`src/pkg/lpmc_pkg.sv`:
```
package lpmc_pkg;

   // ***************************************
   // Register map
   // ***************************************
   localparam int             APB_AW       = 8;
   localparam logic [APB_AW-1:0] CTRL_OFS  = 8'h00;
   localparam logic [APB_AW-1:0] IOCFG_OFS = 8'h04;
   localparam logic [APB_AW-1:0] STATUS_OFS = 8'h08;
   localparam logic [APB_AW-1:0] IRQ_STAT_OFS = 8'h0C;
   localparam logic [APB_AW-1:0] IRQ_MASK_OFS = 8'h10;

   // Control fields
   localparam int             CTRL_MODE_LSB    = 0;
   localparam int             CTRL_MODE_W      = 3;
   localparam int             CTRL_STOPCLK_BIT = 3;
   localparam int             CTRL_RTC_BIT     = 4;
   localparam int             CTRL_RET_BIT     = 5;
   localparam int             CTRL_POL_BIT     = 6;
   localparam int             CTRL_WKEN_BIT    = 7;
   localparam logic [31:0]    CTRL_RST         = 32'h0000_0010;
   localparam logic [31:0]    IOCFG_RST        = 32'h0000_0000;
   localparam logic [31:0]    MASK_RST         = 32'h0000_0000;

   // Low-power mode codes
   localparam logic [2:0]     MODE_STOP0    = 3'h0;
   localparam logic [2:0]     MODE_STOP1    = 3'h1;
   localparam logic [2:0]     MODE_STOP2    = 3'h2;
   localparam logic [2:0]     MODE_STANDBY  = 3'h3;
   localparam logic [2:0]     MODE_SHUTDOWN = 3'h4;

   // Status fields
   localparam int             STAT_MODE_LSB = 0;
   localparam int             STAT_LP_BIT   = 3;
   localparam int             STAT_SRC_LSB  = 4;
   localparam int             STAT_RSEQ_BIT = 10;

   // Interrupt bits
   localparam int             IRQ_W        = 4;
   localparam int             IRQ_STOP_WK  = 0;
   localparam int             IRQ_STBY_WK  = 1;
   localparam int             IRQ_SHDN_WK  = 2;
   localparam int             IRQ_ENTER    = 3;

   // Wake source bits
   localparam int             SRC_W      = 6;
   localparam int             SRC_EXTRST = 0;
   localparam int             SRC_WDOG   = 1;
   localparam int             SRC_PIN    = 2;
   localparam int             SRC_RTC    = 3;
   localparam int             SRC_LSEF   = 4;
   localparam int             SRC_PERIPH = 5;
   localparam logic [SRC_W-1:0] STOP_SRC_MASK = 6'h3F;
   localparam logic [SRC_W-1:0] STBY_SRC_MASK = 6'h1F;
   localparam logic [SRC_W-1:0] SHDN_SRC_MASK = 6'h0D;

   // System clock choice after wakeup
   localparam logic           SYSCLK_MULTI = 1'b0;
   localparam logic           SYSCLK_OSC16 = 1'b1;
   localparam logic [1:0]     MULTI_4MHZ   = 2'h0;
   localparam logic [1:0]     MULTI_8MHZ   = 2'h1;
   localparam logic [1:0]     MULTI_48MHZ  = 2'h2;

   // Standby pin states
   localparam logic [1:0]     IO_FLOAT    = 2'h0;
   localparam logic [1:0]     IO_PULLUP   = 2'h1;
   localparam logic [1:0]     IO_PULLDOWN = 2'h2;

   // ***************************************
   // Timing
   // ***************************************
   localparam int             CLK_PERIOD_PS   = 8000;
   localparam int             CORE_RST_HOLD_NS = 1000;
   localparam int             RST_HOLD_CYCLES =
      (CORE_RST_HOLD_NS * 1000 + CLK_PERIOD_PS - 1) / CLK_PERIOD_PS;

   // ***************************************
   // Carriers
   // ***************************************
   typedef struct packed {
      logic main_reg_on;
      logic core_powered;
      logic core_low_leak;
      logic pll_on;
      logic multi_on;
      logic osc16_on;
      logic crystal_on;
      logic slow_rc_on;
      logic slow_crystal_on;
      logic rtc_on;
      logic brownout_on;
      logic vbat_switch_en;
      logic main_sram_on;
      logic ret_sram_on;
   } lpmc_pwr_type;

   typedef struct packed {
      logic       sel;
      logic [1:0] multi_range;
   } lpmc_clk_type;

endpackage

```
`src/verilog/lpmc_top.sv`:
```
`timescale 1ns/1ps
// How it works
// [RULE1] Three stop modes 0, 1, 2 with differing regulator and leakage settings.
// [RULE2] Stop 2 puts most of the core supply domain into low leakage.
// [RULE3] Stop 0 keeps the main regulator on for the fastest wakeup.
// [RULE4] In stop, a wakeup-capable peripheral may request the 16 MHz oscillator.
// [RULE5] Stop exit clock is multispeed at 48 MHz or 16 MHz oscillator, per software.
// [RULE6] Standby turns off regulator, core domain, PLL and fast oscillators.
// [RULE7] Standby keeps brownout reset on; RTC runs only if configured.
// [RULE8] Each pin takes software-chosen pull-up, pull-down or floating in standby.
// [RULE9] Standby drops main SRAM; retainable SRAM kept only when selected.
// [RULE10] Standby exits on reset pin, watchdog, wake pin, RTC or slow crystal failure.
// [RULE11] Standby wakeup runs from multispeed oscillator at 8 MHz.
// [RULE12] Shutdown turns off regulator, core, PLL and all oscillators but optional RTC.
// [RULE13] Shutdown has no brownout, no supply monitor, no backup supply switch.
// [RULE14] Shutdown drops both SRAMs and all non-backup registers.
// [RULE15] Shutdown exits only on reset pin, wake pin or RTC event.
// [RULE16] Shutdown wakeup runs from multispeed oscillator at exactly 4 MHz.
// [RULE17] Low-power entry happens when the processor executes its wait-for-event.
// [RULE18] Deep wakeups restart the core by a reset sequence; backup untouched.
module lpmc_top
   import lpmc_pkg::*;
#(
   parameter int NUM_IO = 8
) (
   // Clock and reset
   input  wire logic                clk_i,
   input  wire logic                rst_n_i,
   // APB slave
   input  wire logic                psel_i,
   input  wire logic                penable_i,
   input  wire logic                pwrite_i,
   input  wire logic [APB_AW-1:0]   paddr_i,
   input  wire logic [31:0]         pwdata_i,
   input  wire logic [3:0]          pstrb_i,
   output logic      [31:0]         prdata_o,
   output logic                     pready_o,
   output logic                     pslverr_o,
   // Processor and wake sources
   input  wire logic                wait_for_event_instr_i,
   input  wire logic                external_reset_pin_n_i,
   input  wire logic                independent_watchdog_rst_i,
   input  wire logic                wakeup_pin_i,
   input  wire logic [3:0]          rtc_event_i,
   input  wire logic                slow_crystal_fail_i,
   input  wire logic                periph_wake_i,
   input  wire logic                periph_hsi_req_i,
   // Power, clock and reset control
   output lpmc_pwr_type             pwr_o,
   output lpmc_clk_type             sysclk_o,
   output logic                     core_rst_n_o,
   output logic [2*NUM_IO-1:0]      io_pull_o,
   output logic                     io_standby_o,
   // Interrupt
   output logic                     irq_o
);

   // ***************************************
   // Declarations
   // ***************************************
   localparam int CNT_W = $clog2(RST_HOLD_CYCLES + 1);

   typedef enum logic [2:0] {S_RUN, S_STOP, S_STANDBY, S_SHUTDOWN, S_WAKE} lpmc_state_type;

   lpmc_state_type        state_ff;
   logic [2:0]            mode_ff;
   logic                  deep_ff;
   logic [CNT_W-1:0]      cnt_ff;
   logic [SRC_W-1:0]      src_ff;
   logic                  wpin_prev_ff;
   logic [31:0]           ctrl_ff;
   logic [31:0]           iocfg_ff;
   logic [IRQ_W-1:0]      stat_ff;
   logic [IRQ_W-1:0]      mask_ff;
   logic [31:0]           prdata_ff;
   lpmc_pwr_type          pwr_ff;
   lpmc_pwr_type          nxt_pwr;
   lpmc_clk_type          clk_ff;
   logic                  core_rst_n_ff;
   logic [2*NUM_IO-1:0]   io_pull_ff;
   logic                  io_stby_ff;

   logic                  wpin_edge;
   logic [SRC_W-1:0]      src_all;
   logic [SRC_W-1:0]      src_ok;
   logic                  wake;
   logic [2:0]            ctrl_mode;
   logic                  wr_en;
   logic                  rd_setup;
   logic                  addr_ok;
   logic [IRQ_W-1:0]      irq_set;
   logic [IRQ_W-1:0]      irq_clr;
   logic [31:0]           rd_mux;

   function automatic logic [31:0] merge(input logic [31:0] old, input logic [31:0] wd, input logic [3:0] st);
      logic [31:0] r;
      r = old;
      for (int b = 0; b < 4; b++) begin
         if (st[b]) begin
            r[8*b +: 8] = wd[8*b +: 8];
         end
      end
      return r;
   endfunction

   // ***************************************
   // Wake source qualification
   // ***************************************
   assign ctrl_mode = ctrl_ff[CTRL_MODE_LSB +: CTRL_MODE_W];

   // Pin is taken as synchronous; edge polarity is software selected
   assign wpin_edge = ctrl_ff[CTRL_WKEN_BIT] &
                      (ctrl_ff[CTRL_POL_BIT] ? (wpin_prev_ff & ~wakeup_pin_i) : (~wpin_prev_ff & wakeup_pin_i));

   always_comb begin
      src_all             = '0;
      src_all[SRC_EXTRST] = ~external_reset_pin_n_i;
      src_all[SRC_WDOG]   = independent_watchdog_rst_i;
      src_all[SRC_PIN]    = wpin_edge;
      // A stopped RTC cannot raise events
      src_all[SRC_RTC]    = ctrl_ff[CTRL_RTC_BIT] & (|rtc_event_i);
      src_all[SRC_LSEF]   = slow_crystal_fail_i;
      src_all[SRC_PERIPH] = periph_wake_i;
   end

   always_comb begin
      case (state_ff)
         S_STOP:     src_ok = src_all & STOP_SRC_MASK;
         S_STANDBY:  src_ok = src_all & STBY_SRC_MASK;   // [RULE10]
         S_SHUTDOWN: src_ok = src_all & SHDN_SRC_MASK;   // [RULE15]
         default:    src_ok = '0;
      endcase
   end

   assign wake = |src_ok;

   always_ff @(posedge clk_i) begin
      if (!rst_n_i) begin
         wpin_prev_ff <= 1'b0;
      end else begin
         wpin_prev_ff <= wakeup_pin_i;
      end
   end

   // ***************************************
   // Mode sequencer
   // ***************************************
   always_ff @(posedge clk_i) begin
      if (!rst_n_i) begin
         state_ff <= S_RUN;
         mode_ff  <= MODE_STOP0;
         deep_ff  <= 1'b0;
         cnt_ff   <= '0;
         src_ff   <= '0;
      end else begin
         case (state_ff)
            S_RUN: begin
               if (!external_reset_pin_n_i) begin
                  state_ff <= S_WAKE;
                  deep_ff  <= 1'b1;
                  cnt_ff   <= CNT_W'(RST_HOLD_CYCLES - 1);
               end else if (wait_for_event_instr_i) begin   // [RULE17]
                  mode_ff <= ctrl_mode;
                  case (ctrl_mode)
                     MODE_STOP0, MODE_STOP1, MODE_STOP2: state_ff <= S_STOP;   // [RULE1]
                     MODE_STANDBY:  state_ff <= S_STANDBY;
                     MODE_SHUTDOWN: state_ff <= S_SHUTDOWN;
                     default:       state_ff <= S_RUN;
                  endcase
               end
            end
            S_STOP, S_STANDBY, S_SHUTDOWN: begin
               if (wake) begin
                  state_ff <= S_WAKE;
                  src_ff   <= src_ok;
                  // Core state is gone after standby or shutdown, so restart it
                  deep_ff  <= (state_ff != S_STOP) | src_ok[SRC_EXTRST] | src_ok[SRC_WDOG];   // [RULE18]
                  cnt_ff   <= CNT_W'(RST_HOLD_CYCLES - 1);
               end
            end
            S_WAKE: begin
               if (!external_reset_pin_n_i && deep_ff) begin
                  cnt_ff <= CNT_W'(RST_HOLD_CYCLES - 1);
               end else if (!deep_ff || cnt_ff == '0) begin
                  state_ff <= S_RUN;
                  deep_ff  <= 1'b0;
               end else begin
                  cnt_ff <= cnt_ff - 1'b1;
               end
            end
            default: state_ff <= S_RUN;
         endcase
      end
   end

   // ***************************************
   // Wakeup clock selection
   // ***************************************
   always_ff @(posedge clk_i) begin
      if (!rst_n_i) begin
         clk_ff <= '{sel: SYSCLK_MULTI, multi_range: MULTI_4MHZ};
      end else if (wake) begin
         case (state_ff)
            S_STOP: begin
               clk_ff.sel         <= ctrl_ff[CTRL_STOPCLK_BIT] ? SYSCLK_OSC16 : SYSCLK_MULTI;   // [RULE5]
               clk_ff.multi_range <= MULTI_48MHZ;
            end
            S_STANDBY: clk_ff <= '{sel: SYSCLK_MULTI, multi_range: MULTI_8MHZ};   // [RULE11]
            default:   clk_ff <= '{sel: SYSCLK_MULTI, multi_range: MULTI_4MHZ};   // [RULE16]
         endcase
      end
   end

   // ***************************************
   // Power domain control
   // ***************************************
   always_comb begin
      nxt_pwr = '1;
      case (state_ff)
         S_STOP: begin
            nxt_pwr.main_reg_on   = (mode_ff == MODE_STOP0);   // [RULE3]
            nxt_pwr.core_low_leak = (mode_ff == MODE_STOP2);   // [RULE2]
            nxt_pwr.pll_on        = 1'b0;
            nxt_pwr.multi_on      = 1'b0;
            nxt_pwr.crystal_on    = 1'b0;
            nxt_pwr.osc16_on      = periph_hsi_req_i;          // [RULE4]
            nxt_pwr.rtc_on        = ctrl_ff[CTRL_RTC_BIT];
         end
         S_STANDBY: begin
            nxt_pwr.main_reg_on   = 1'b0;                      // [RULE6]
            nxt_pwr.core_powered  = 1'b0;
            nxt_pwr.core_low_leak = 1'b0;
            nxt_pwr.pll_on        = 1'b0;
            nxt_pwr.multi_on      = 1'b0;
            nxt_pwr.osc16_on      = 1'b0;
            nxt_pwr.crystal_on    = 1'b0;
            nxt_pwr.rtc_on        = ctrl_ff[CTRL_RTC_BIT];     // [RULE7]
            nxt_pwr.brownout_on   = 1'b1;                      // [RULE7]
            nxt_pwr.main_sram_on  = 1'b0;                      // [RULE9]
            nxt_pwr.ret_sram_on   = ctrl_ff[CTRL_RET_BIT];     // [RULE9]
         end
         S_SHUTDOWN: begin
            nxt_pwr               = '0;                        // [RULE12] [RULE14]
            nxt_pwr.rtc_on        = ctrl_ff[CTRL_RTC_BIT];
            // The RTC needs its crystal when it is kept running
            nxt_pwr.slow_crystal_on = ctrl_ff[CTRL_RTC_BIT];
            nxt_pwr.brownout_on   = 1'b0;                      // [RULE13]
            nxt_pwr.vbat_switch_en = 1'b0;                     // [RULE13]
         end
         default: begin
            nxt_pwr.core_low_leak = 1'b0;
            nxt_pwr.rtc_on        = ctrl_ff[CTRL_RTC_BIT];
         end
      endcase
   end

   always_ff @(posedge clk_i) begin
      if (!rst_n_i) begin
         pwr_ff <= '0;
      end else begin
         pwr_ff <= nxt_pwr;
      end
   end

   // Only the core is reset here; backup domain has no reset from this block
   always_ff @(posedge clk_i) begin
      if (!rst_n_i) begin
         core_rst_n_ff <= 1'b0;
      end else begin
         core_rst_n_ff <= ~((state_ff == S_STANDBY) | (state_ff == S_SHUTDOWN) |
                            ((state_ff == S_WAKE) & deep_ff));   // [RULE18]
      end
   end

   always_ff @(posedge clk_i) begin
      if (!rst_n_i) begin
         io_pull_ff <= '0;
         io_stby_ff <= 1'b0;
      end else begin
         io_stby_ff <= (state_ff == S_STANDBY);
         io_pull_ff <= (state_ff == S_STANDBY) ? iocfg_ff[2*NUM_IO-1:0] : '0;   // [RULE8]
      end
   end

   // ***************************************
   // APB registers
   // ***************************************
   assign wr_en    = psel_i & penable_i & pwrite_i & addr_ok;
   assign rd_setup = psel_i & ~penable_i & ~pwrite_i;
   assign addr_ok  = (paddr_i == CTRL_OFS) | (paddr_i == IOCFG_OFS) | (paddr_i == STATUS_OFS) |
                     (paddr_i == IRQ_STAT_OFS) | (paddr_i == IRQ_MASK_OFS);

   always_comb begin
      rd_mux = '0;
      case (paddr_i)
         CTRL_OFS:     rd_mux = ctrl_ff;
         IOCFG_OFS:    rd_mux = iocfg_ff;
         STATUS_OFS: begin
            rd_mux[STAT_MODE_LSB +: 3]     = mode_ff;
            rd_mux[STAT_LP_BIT]            = (state_ff != S_RUN);
            rd_mux[STAT_SRC_LSB +: SRC_W]  = src_ff;
            rd_mux[STAT_RSEQ_BIT]          = ~core_rst_n_ff;
         end
         IRQ_STAT_OFS: rd_mux[IRQ_W-1:0] = stat_ff;
         IRQ_MASK_OFS: rd_mux[IRQ_W-1:0] = mask_ff;
         default:      rd_mux = '0;
      endcase
   end

   always_ff @(posedge clk_i) begin
      if (!rst_n_i) begin
         prdata_ff <= '0;
      end else if (rd_setup) begin
         prdata_ff <= rd_mux;
      end
   end

   always_ff @(posedge clk_i) begin
      if (!rst_n_i) begin
         ctrl_ff  <= CTRL_RST;
         iocfg_ff <= IOCFG_RST;
         mask_ff  <= MASK_RST[IRQ_W-1:0];
      end else if (wr_en) begin
         if (paddr_i == CTRL_OFS) begin
            ctrl_ff <= merge(ctrl_ff, pwdata_i, pstrb_i);
         end
         if (paddr_i == IOCFG_OFS) begin
            iocfg_ff <= merge(iocfg_ff, pwdata_i, pstrb_i);
         end
         if (paddr_i == IRQ_MASK_OFS && pstrb_i[0]) begin
            mask_ff <= pwdata_i[IRQ_W-1:0];
         end
      end
   end

   // ***************************************
   // Interrupts
   // ***************************************
   always_comb begin
      irq_set              = '0;
      irq_set[IRQ_STOP_WK] = wake & (state_ff == S_STOP);
      irq_set[IRQ_STBY_WK] = wake & (state_ff == S_STANDBY);
      irq_set[IRQ_SHDN_WK] = wake & (state_ff == S_SHUTDOWN);
      irq_set[IRQ_ENTER]   = (state_ff == S_RUN) & wait_for_event_instr_i & external_reset_pin_n_i;
   end

   assign irq_clr = (wr_en && paddr_i == IRQ_STAT_OFS && pstrb_i[0]) ? pwdata_i[IRQ_W-1:0] : '0;

   // A new event in the clearing cycle is kept
   always_ff @(posedge clk_i) begin
      if (!rst_n_i) begin
         stat_ff <= '0;
      end else begin
         stat_ff <= (stat_ff & ~irq_clr) | irq_set;
      end
   end

   // ***************************************
   // Outputs
   // ***************************************
   assign prdata_o     = prdata_ff;
   assign pready_o     = 1'b1;
   assign pslverr_o    = psel_i & penable_i & ~addr_ok;
   assign pwr_o        = pwr_ff;
   assign sysclk_o     = clk_ff;
   assign core_rst_n_o = core_rst_n_ff;
   assign io_pull_o    = io_pull_ff;
   assign io_standby_o = io_stby_ff;
   assign irq_o        = |(stat_ff & mask_ff);
endmodule

```
`config.mk`:
```
export PLATFORM = sky130hd
export DESIGN_NAME = lpmc_top
export DESIGN_NICKNAME = d
export VERILOG_FILES = /design/src/pkg/lpmc_pkg.sv /design/src/verilog/lpmc_top.sv
export SDC_FILE = /design/constraint.sdc
export NUM_CORES = 1
export LEC_CHECK = 0
export ABC_AREA = 1
export BUFFER_PORTS_ARGS = -buffer_cell sky130_fd_sc_hd__buf_2
export CAP_MARGIN = 25
export CORE_MARGIN = 10
export CORE_UTILIZATION = 55
export CTS_BUF_LIST = sky130_fd_sc_hd__clkbuf_4
export DETAILED_ROUTE_END_ITERATION = 7
export PLACE_DENSITY_LB_ADDON = 0.25
export SLEW_MARGIN = 5
export SYNTH_ARGS = -nofsm -noshare
export SYNTH_HDL_FRONTEND = slang
export SYNTH_SLANG_ARGS = --single-unit
```
`constraint.sdc`:
```
create_clock -name clk_i -period 4.03 [get_ports clk_i]
set_clock_uncertainty 0.1 [all_clocks]
set_input_delay 0.6045 -clock clk_i [delete_from_list [all_inputs] [get_ports clk_i]]
set_output_delay 0.6045 -clock clk_i [all_outputs]
set_load 0.02 [all_outputs]
```
* After elaboration in Yosys (flattened, before gate mapping) *
Cells that the tools add are included.

storage, ports and cells
  RAM bits = 0
  latch bits = 0
  bits in registers = 159
  word-level logic and storage cells = 159
  memories kept = 0
  output and inout bits = 70
  bits in read-only memories = 0

operators by class
  $mul = 0
  shifts and indexed selects = 0
  add/subtract/negate cells = 1
  bitwise operators = 36
  mux-type cells = 31
  equal/unequal tests = 20
  $lt $le $gt $ge = 0
  reductions and logical operators = 36
  divide/modulo/power cells = 0

operator list
  kind                number
  $pmux 21 s2         1
  $pmux 7 s3          2
  $mux 7              4
  $reduce_and 3->1    9
  $pmux 4 s5          1
  $pmux 6 s3          1
  $and 1x1->1         16
  $eq 8x4->1 const B  2
  $eq 3x2->1 const B  5
  $mux 3              5
  $logic_not 3->1     3
  $pmux 3 s3          1
  $and 4x4->4         2
  $eq 8x3->1 const B  1
  $eq 8x5->1 const B  1
  $logic_not 8->1     1
  $mux 1              8
  $ne 2x2->1 const B  4
  $not 1->1           8
  $or 1x1->1          8
  $pmux 4 s2          1
  $reduce_and 2->1    4
  $reduce_and 4->1    2
  $reduce_or 4->1     2
  other kinds (23)    32

* Longest topological paths before layout *
Gate-level depths: netlist (run 1).

  depth in word-level cells = 12
  mapped depth = 12
  depth with buffers taken out = 12

* Least setup slack after synthesis (run 1) *
Ideal clock, no wire load.

  path type = input-to-output
  start = input paddr_i[0]
  end = output pslverr_o
  stages on the path = 6
  path slack = 2042 ps
  arrival = 1283 ps
  cells stage by stage = inv_1 > nand2_1 > inv_1 > nand2_1 > nand2_4 > nor2_1

between the ends
  cells in the longest elaborated chain, start to end = 7
  elaborated cells on any way between the ends = 11
  those cells by class = 4 x eq/ne; 6 x bitwise; 1 x reduce/logical

RTL lines
  item                                                  line             RTL
  from (decl)                                           lpmc_top.sv:33   input wire logic [APB_AW-1:0] paddr_i,
  $eq 8x3->1 / $logic_not 8->1 (equally long branches)  lpmc_top.sv:290  assign addr_ok = (paddr_i == CTRL_OFS) | (paddr_i == IOCFG_OFS) | (paddr_i == STATUS_OFS) |
  $or 1x1->1 (3 in series)                              lpmc_top.sv:290
  $or 1x1->1 (*)                                        lpmc_top.sv:291  (paddr_i == IRQ_STAT_OFS) | (paddr_i == IRQ_MASK_OFS);
  $not 1->1 (*)                                         lpmc_top.sv:363  assign pslverr_o = psel_i & penable_i & ~addr_ok;
  $and 1x1->1 (*)                                       lpmc_top.sv:363
  to (decl)                                             lpmc_top.sv:38   output logic pslverr_o,

Every way passes the cells marked *; elsewhere a longest branch is shown, timed or not.

* Final worst setup path (run 1) *
  start = input paddr_i[7]
  end = output pslverr_o

The elaborated chain is that of the path after synthesis.

==> results of run 1 <==
## stage by stage
| stage | area [sq um] | total power [mW] | utilization | std cells |
|---|---|---|---|---|
| 5_1_grt | 7470 | 3.73 | 0.651 | 1153 |
| 2_1_floorplan | 6490 | 2.40 | - | 879 |
| 6_report | 7470 | 3.52 | 0.651 | 1153 |
| 3_5_place_dp | 7190 | 2.62 | 0.627 | 1120 |
| 3_3_place_gp | 7190 | 2.61 | 0.627 | 1120 |
| 4_1_cts | 7460 | 3.54 | 0.651 | 1151 |
## where the power goes
group	switching, mW	total, mW	internal (mW)	leakage [nW]
Sequential	0.0721	1.72	1.65	1.26
Combinational	0.591	0.872	0.281	1.93
Clock	0.507	0.932	0.425	0.147
## sequential cells by signal, summed over array words and instances (netlist names)
name / flops
pwr_o: 9
state_ff: 3
iocfg_ff: 32
deep_ff: 1
mask_ff: 4
wpin_prev_ff: 1
core_rst_n_o: 1
io_standby_o: 1
prdata_o: 32
io_pull_o: 16
src_ff: 6
stat_ff: 4
ctrl_ff: 32
cnt_ff: 7
mode_ff: 3
sysclk_o: 3
## final cells by class
class / count / area [sq um]
Sequential cell: 155 / 3100
Antenna cell: 2 / 5.00
Clock buffer: 19 / 143
Multi-Input combinational cell: 586 / 2830
Timing Repair Buffer: 135 / 706
Inverter: 101 / 379
Fill cell: 1042 / 4000
Tap cell: 143 / 179
Clock inverter: 12 / 130
## worst min-delay path, stage by stage
cell and delay (ps):
buf_2 100, nand2_1 50, inv_1 40
## how the worst max path moves through the flow
stage	endpoint	slack (ps)	depth (start not counted)
2_1_floorplan	pslverr_o	2040	6
3_3_place_gp	iocfg_ff[24]	1560	11
3_5_place_dp	iocfg_ff[31]	1550	11
4_1_cts	pslverr_o	1860	8
5_1_grt	pslverr_o	1770	8
6_report	pslverr_o	1870	8
## logic make-up after synthesis
group / Yosys count / share of synthesized area
other cells: 1 / 0.000578
xor+xnor: 3 / 0.00405
compound gates: 166 / 0.140
fa+ha+maj: 2 / 0.00386
buf+inv: 138 / 0.0864
flops: 155 / 0.478
simple gates: 414 / 0.287
## layout by cell type, fill, tap and decap left out, types with 4 or more instances in the layout
cell / count
nand2_1: 237
dfxtp_1: 155
buf_2: 128
a21oi_1: 99
inv_1: 86
nor2_1: 73
nand3_1: 65
o21ai_0: 31
o211ai_1: 23
clkbuf_4: 19
inv_2: 14
nand2_2: 8
nand4_1: 8
clkinv_1: 7
buf_4: 6
nand2_4: 5
a22oi_1: 5
nor2_8: 4
o22ai_1: 4
## routing by layer
metal,GRT usage,vias to the layer above,share of wire
met1,0.250,2766,0.43
met3,0.0669,20,0.081
li1,-,3064,-
met5,0,-,0
met2,0.329,217,0.47
met4,0.0648,0,0.016
## synth_stat cells, drive strengths merged, types with 3 or more instances
library cell	number	share of area
a21oi	99	0.076
nand4	8	0.0077
clkbuf	22	0.013
o21ai	34	0.026
buf	15	0.015
nand3	67	0.056
inv	100	0.058
o22ai	4	0.0039
nor3	3	0.0031
o211ai	23	0.027
nand2	251	0.16
nor2	82	0.061
dfxtp	155	0.48
a22oi	5	0.0058
xor2	3	0.0041
==> summary.txt, run 1 <==
Outcome
  • Status: complete, no violations

Clocking
  • CTS H-Tree Depth: 4
  • Setup Buffers After CTS: 0
  • CTS Buf Count: 17
  • Clock Sinks: 155
  • Hold-fix buffers, CTS: 0
  • CTS resizes: 0
  • Root Driver: clkbuf_4
  • Worst-path clk slew: 110 ps
  • Skew-Pair Late Insertion Delay: 560 ps
  • CTS tree: yes
  • Clk buf depth: 2

Critical path
  • Crit path max fanout: 6
  • CP max-delay cell: nor3_1
  • FF-to-FF path depth: 9
  • Arrival @ worst endpoint: 1460 ps
  • Crit. End Element: output pin
  • Worst Path Required: 3330 ps
  • CP startpoint: paddr_i[7]
  • CP most frequent cell: buf_2
  • Worst r2r dst: cnt_ff[1]
  • CP max stage delay: 190 ps
  • Critical path's top delay family: simple AND/OR/NAND/NOR gates
  • Startpoint Class: primary input
  • Critical path buffers and inverters: 3
  • Worst R2R Setup Slack: 2170 ps
  • Critical Path, Cell by Cell: buf_2 > inv_1 > nand2_1 > nor3_1 > nand2_2 > nand2_4 > nor2_1 > buf_2
  • CP Class: in2out
  • Worst r2r src: cnt_ff[0]

Power
  • Power per cell area: 472 nW/um^2
  • Max IR drop VDD: 0.619 mV
  • Static Leak: 3.33 nW

Floorplan
  • Die ar.: 16,500 sq um
  • Die height: 129 um
  • FP Rows: 39
  • Die width: 129 um
  • Initial Util: 0.566
  • Core area: 11,500 sq um
  • I/O pins: 130

Route
  • Initial drt markers: 454
  • Post-route ant nets: 0
  • Pre-Repair DR Iteration Count: 6
  • Vias per cell: 5.26
  • DRC: 0
  • Vias post-DR: 6,067
  • Drt wl/cell: 14.5 um
  • Routed WL: 16.7 mm

STA
  • Hold_ws: 145 ps
  • Min Tclk post-route: 2160 ps
  • Final period util: 0.536
  • Min setup slack post-route: 1870 ps
  • Final setup vio count: 0
  • Max transition margin: 0.505
  • FMAX: 463 MHz
  • RSZ-0062 raised after global routing: no
  • Slew @ Worst Pin: 742 ps
  • Final Hold Viols: 0
  • Setup tns final: 0 ps
  • Final slew viol count: 0

Hold path
  • Worst Hold Path EP: wpin_prev_ff
  • HP Class: in2reg
  • Hold Path Depth: 3
  • Hold Startpoint: wakeup_pin_i

Yosys
  • Ys async rst share: 0
  • Mapped cell area: 6490 sq um
  • Ys flop type: dfxtp_1
  • Synth Instances: 879
  • Post-synth cell types: 33
  • Synth warn: 0
  • Post-Syn Nets: 941
  • Syn Area/Cell: 7.38 sq um
  • Post-synth EDFFs: 0
  • Yosys reg bits: 155
  • Sequential element share of the synthesized area: 0.478

Job
  • Max-Cap Viols: 0

Layout
  • Total Nets Final: 1,058
  • Area grow syn2layout: 15.1%
  • Fraction of layout cells with a size suffix above 1: 0.200

Global route
  • Largest net degree at the start of global routing: 63
  • Initial antenna violation count: 2
  • First-pass GRT wire length: 27.6 mm
  • Number of global-route vias before repair: 5,813
  • Total congestion overflow: 0
  • GRT Total Usage: 0.203

Placed design
  • Final RePlAce weighted congestion: 0.886
  • Setup WS pre-CTS: 1550 ps
  • Number of port buffers: 128
  • Hpwl dp: 12.2 mm
(Power assumes the default switching activity.)
==> run 2: changes to the inputs <==
--- a/config.mk
+++ b/config.mk
@@ -5,11 +5,11 @@
 export SDC_FILE = /design/constraint.sdc
 export NUM_CORES = 1
 export LEC_CHECK = 0
-export ABC_AREA = 1
+export ABC_AREA = 0
 export BUFFER_PORTS_ARGS = -buffer_cell sky130_fd_sc_hd__buf_2
 export CAP_MARGIN = 25
 export CORE_MARGIN = 10
-export CORE_UTILIZATION = 55
+export CORE_UTILIZATION = 51
 export CTS_BUF_LIST = sky130_fd_sc_hd__clkbuf_4
 export DETAILED_ROUTE_END_ITERATION = 7
 export PLACE_DENSITY_LB_ADDON = 0.25
==> constraint.sdc (replaced) <==
create_clock -name clk_i -period 1.9 [get_ports clk_i]
set_clock_uncertainty 0.1 [all_clocks]
set_input_delay 0.285 -clock clk_i [delete_from_list [all_inputs] [get_ports clk_i]]
set_output_delay 0.285 -clock clk_i [all_outputs]
set_load 0.02 [all_outputs]
==> summary.txt, run 2 <==
Yosys
  • Synth warn: 0 (unchanged)
  • Ys async rst share: 0 (unchanged)
  • Post-Syn Nets: 751 (-20%)
  • Yosys top cell by area: dfxtp_1
  • Post-synth EDFFs: 0 (unchanged)
  • Sequential element share of the synthesized area: 0.503 (+0.0244)
  • Ys flop type: dfxtp_1
  • Syn Area/Cell: 8.96 sq um (+21%)
  • Synth top cells by count: 155 x dfxtp_1, 88 x nand3_1, 78 x o21ai_0, 72 x nand2_1, 46 x nor2_1
  • Synth top area share: 0.503 (+0.0244)
  • Synth Instances: 689 (-22%)
  • Yosys reg bits: 155 (unchanged)
  • Synth top area cells: dfxtp_1 50%, nand3_1 7.1%, o21ai_0 6.3%
  • Mapped cell area: 6170 sq um (-4.9%)
  • Top-count cell post-synth: dfxtp_1
  • Post-synth cell types: 56 (+70%)

Clocking
  • Clock Sinks: 155 (unchanged)
  • Clk buf depth: 2 (unchanged)
  • Skew-Pair Late Insertion Delay: 570 ps (about the same)
  • CTS Buf Count: 17 (unchanged)
  • CTS H-Tree Depth: 4 (unchanged)
  • CTS tree: yes
  • Root Driver: clkbuf_4
  • Worst-path clk slew: 120 ps (about the same)

Floorplan
  • Die ar.: 16,900 sq um (+2.2%)
  • I/O pins: 130 (unchanged)
  • Die height: 130 um (+1.1%)
  • FP Rows: 40 (+2.6%)
  • Initial Util: 0.518 (-0.0476)
  • Die width: 130 um (+1.1%)
  • Core area: 11,900 sq um (+3.9%)

Placed design
  • Hpwl dp: 12.2 mm (-0.27%)
  • Final RePlAce weighted congestion: 0.894 (+0.98%)
  • Number of port buffers: 128 (unchanged)
  • Setup WS pre-CTS: -311 ps (-1860 ps)

Global route
  • Total congestion overflow: 0 (unchanged)
  • Largest net degree at the start of global routing: 80 (+27%)
  • Initial antenna violation count: 1 (-1)
  • First-pass GRT wire length: 27.2 mm (-1.8%)
  • Number of global-route vias before repair: 5,608 (-3.5%)
  • GRT Total Usage: 0.202 (-0.000829)

STA
  • Final setup vio count: 0 (unchanged)
  • RSZ-0062 raised after global routing: yes
  • Slew @ Worst Pin: 513 ps (-228 ps)
  • Max transition margin: 0.657 (+0.152)
  • Setup tns final: 0 ps (unchanged)
  • FMAX: 542 MHz
  • Min Tclk post-route: 1850 ps
  • Final slew viol count: 0 (unchanged)
  • Min setup slack post-route: 53.4 ps (-1820 ps)
  • Final period util: 0.972
  • Final Hold Viols: 0 (unchanged)

Layout
  • Fraction of layout cells with a size suffix above 1: 0.252 (+0.0513)
  • Leading cell types in the layout, fill and taps excluded: 152 x dfxtp_1, 127 x buf_2, 87 x nand3_1, 78 x o21ai_0, 72 x nand2_1
  • Total Nets Final: 932 (-12%)
  • Filler cell count: 1,010 (-3.1%)
  • Most common cell after layout, fill and taps aside: dfxtp_1
  • Area grow syn2layout: 26.2%

Power
  • Combinational share of power: 0.100 (-0.148)
  • Reg power frac: 0.589 (+0.101)
  • Power per cell area: 726 nW/um^2 (+54%)
  • Clock share of power: 0.310 (+0.045)
  • Net Sw Frac: 0.254 (-0.0784)
  • Static Leak: 3.30 nW (-0.86%)
  • Max IR drop VDD: 0.523 mV (-16%)
  • Psw: 1.43 mW (+23%)
  • Pwr Total: 5.66 mW (+61%)
  • Int Power: 4.22 mW (+79%)

Critical path
  • Startpoint Class: primary input
  • CP startpoint: paddr_i[7]
  • Worst r2r dst: cnt_ff[3]
  • CP most frequent cell: buf_2
  • Worst Path Required: 1510 ps (-1820 ps)
  • FF-to-FF path depth: 5 (-4)
  • CP max-delay cell: or4_4
  • Crit. End Element: output pin
  • CP max stage delay: 530 ps (+340 ps)
  • CP Class: in2out
  • Arrival @ worst endpoint: 1460 ps (about the same)
  • Worst r2r src: state_ff[0]
  • Critical path's top delay family: simple AND/OR/NAND/NOR gates
  • Critical path buffers and inverters: 3 (unchanged)
  • Critical Path, Cell by Cell: buf_2 > or4_4 > buf_4 > nor2_2 > a21oi_1 > buf_2
  • Critical Path Stages: 6 (-2)
  • Crit path max fanout: 4 (-2)
  • Worst R2R Setup Slack: 80 ps (-2090 ps)

Hold path
  • Hold Startpoint: external_reset_pin_n_i
  • Worst Hold Path EP: src_ff[0]
  • HP Class: in2reg
  • Hold Path Depth: 4 (+1)

Route
  • Routed WL: 16.8 mm (+0.53%)
  • Vias per cell: 5.44 (+3.4%)
  • Initial drt markers: 452 (-0.44%)
  • DRC: 0 (unchanged)
  • Pre-Repair DR Iteration Count: 5 (-1)
  • Vias post-DR: 5,606 (-7.6%)
  • Post-route ant nets: 0 (unchanged)
  • Drt wl/cell: 16.3 um (+13%)

Outcome
  • Status: complete, no violations

Job
  • Max-Cap Viols: 0 (unchanged)
run 2: cell types whose count changed in the layout (fill, tap and decap cells not counted), sizes merged, moves of 35 or more:
| cell | delta |
|---|---|
| nand2 | -179 |
| inv | -92 |
| a21oi | -75 |
| o21ai | +44 |
| dlygate4sd3 | +38 |
| buf | +37 |
| nor2 | -36 |
| mux2i | +35 |
run 2: cells by family (layout without fill, tap and decap cells):
kind of cell	count (synthesis)	count (layout)	synth area share
xor gates and xnor gates	1	1	0.00142
buffers and inverters	57	250	0.0411
muxes	38	38	0.0677
and+or+nand+nor	276	276	0.222
AOI/OAI and AO/OA	158	158	0.159
other	1	2	0.000607
adders and majority gates	3	3	0.00567
DFF	155	155	0.503
run 2: worst max path at each step:
stage	end
global route	cnt_ff[3]
finish	pslverr_o
floorplan	prdata_o[11]
global placement	prdata_o[18]
CTS	deep_ff
detailed placement	prdata_o[27]
run 2: layer usage:
layer | track usage | wire length, um | vias up
met2 | 0.343 | 8220 | 166
met3 | 0.0653 | 1230 | 33
met4 | 0.0827 | 396 | 0
met5 | 0 | 0 | -
met1 | 0.229 | 6940 | 2604
li1 | - | - | 2803
run 2: metrics by stage:
step / cell area (sq um) / std cells / utilization / hold slack (ps)
detailed placement: 7110 / 958 / 0.597 / 345
global route: 7790 / 1029 / 0.654 / 42.0
floorplan: 6170 / 689 / - / 307
finish: 7790 / 1030 / 0.654 / 48.4
global placement: 7110 / 958 / 0.597 / 336
CTS: 7730 / 1027 / 0.649 / 15.0
run 2: what timing repair did:
item                                   CTS  global route
setup endpoints to repair                7             9
endpoints found under the hold margin   80             0
hold buffers                            38             0
setup buffers                            0             2
gates resized for setup                  2            13
pin swaps                                0             1
run 2: final cells by class:
class / count / area, sq um / area share
clock inverters: 10 / 77.6 / 0.00996
multi-input cells: 477 / 2850 / 0.366
well taps: 147 / 184 / 0.0236
flip-flops and latches: 155 / 3110 / 0.399
diodes: 1 / 2.50 / 0.000321
clock buffers: 21 / 158 / 0.0202
repair buffers: 210 / 1370 / 0.176
inverters: 9 / 33.8 / 0.00434
run 2: worst register-to-register path, stage by stage, from the launching register on:
cell	delay (ps)
dfxtp_4	390
buf_4	160
or3_4	400
or2_2	300
nand3_2	170
o2111a_1	210
run 2: power by group through the flow:
stage / combinational [mW] / sequential [mW] / clock, mW
2_1_floorplan: 0.282 / 3.41 / 0
3_3_place_gp: 0.479 / 3.40 / 0
3_5_place_dp: 0.491 / 3.41 / 0
4_1_cts: 0.554 / 3.33 / 1.79
5_1_grt: 0.620 / 3.34 / 1.93
6_report: 0.568 / 3.33 / 1.75
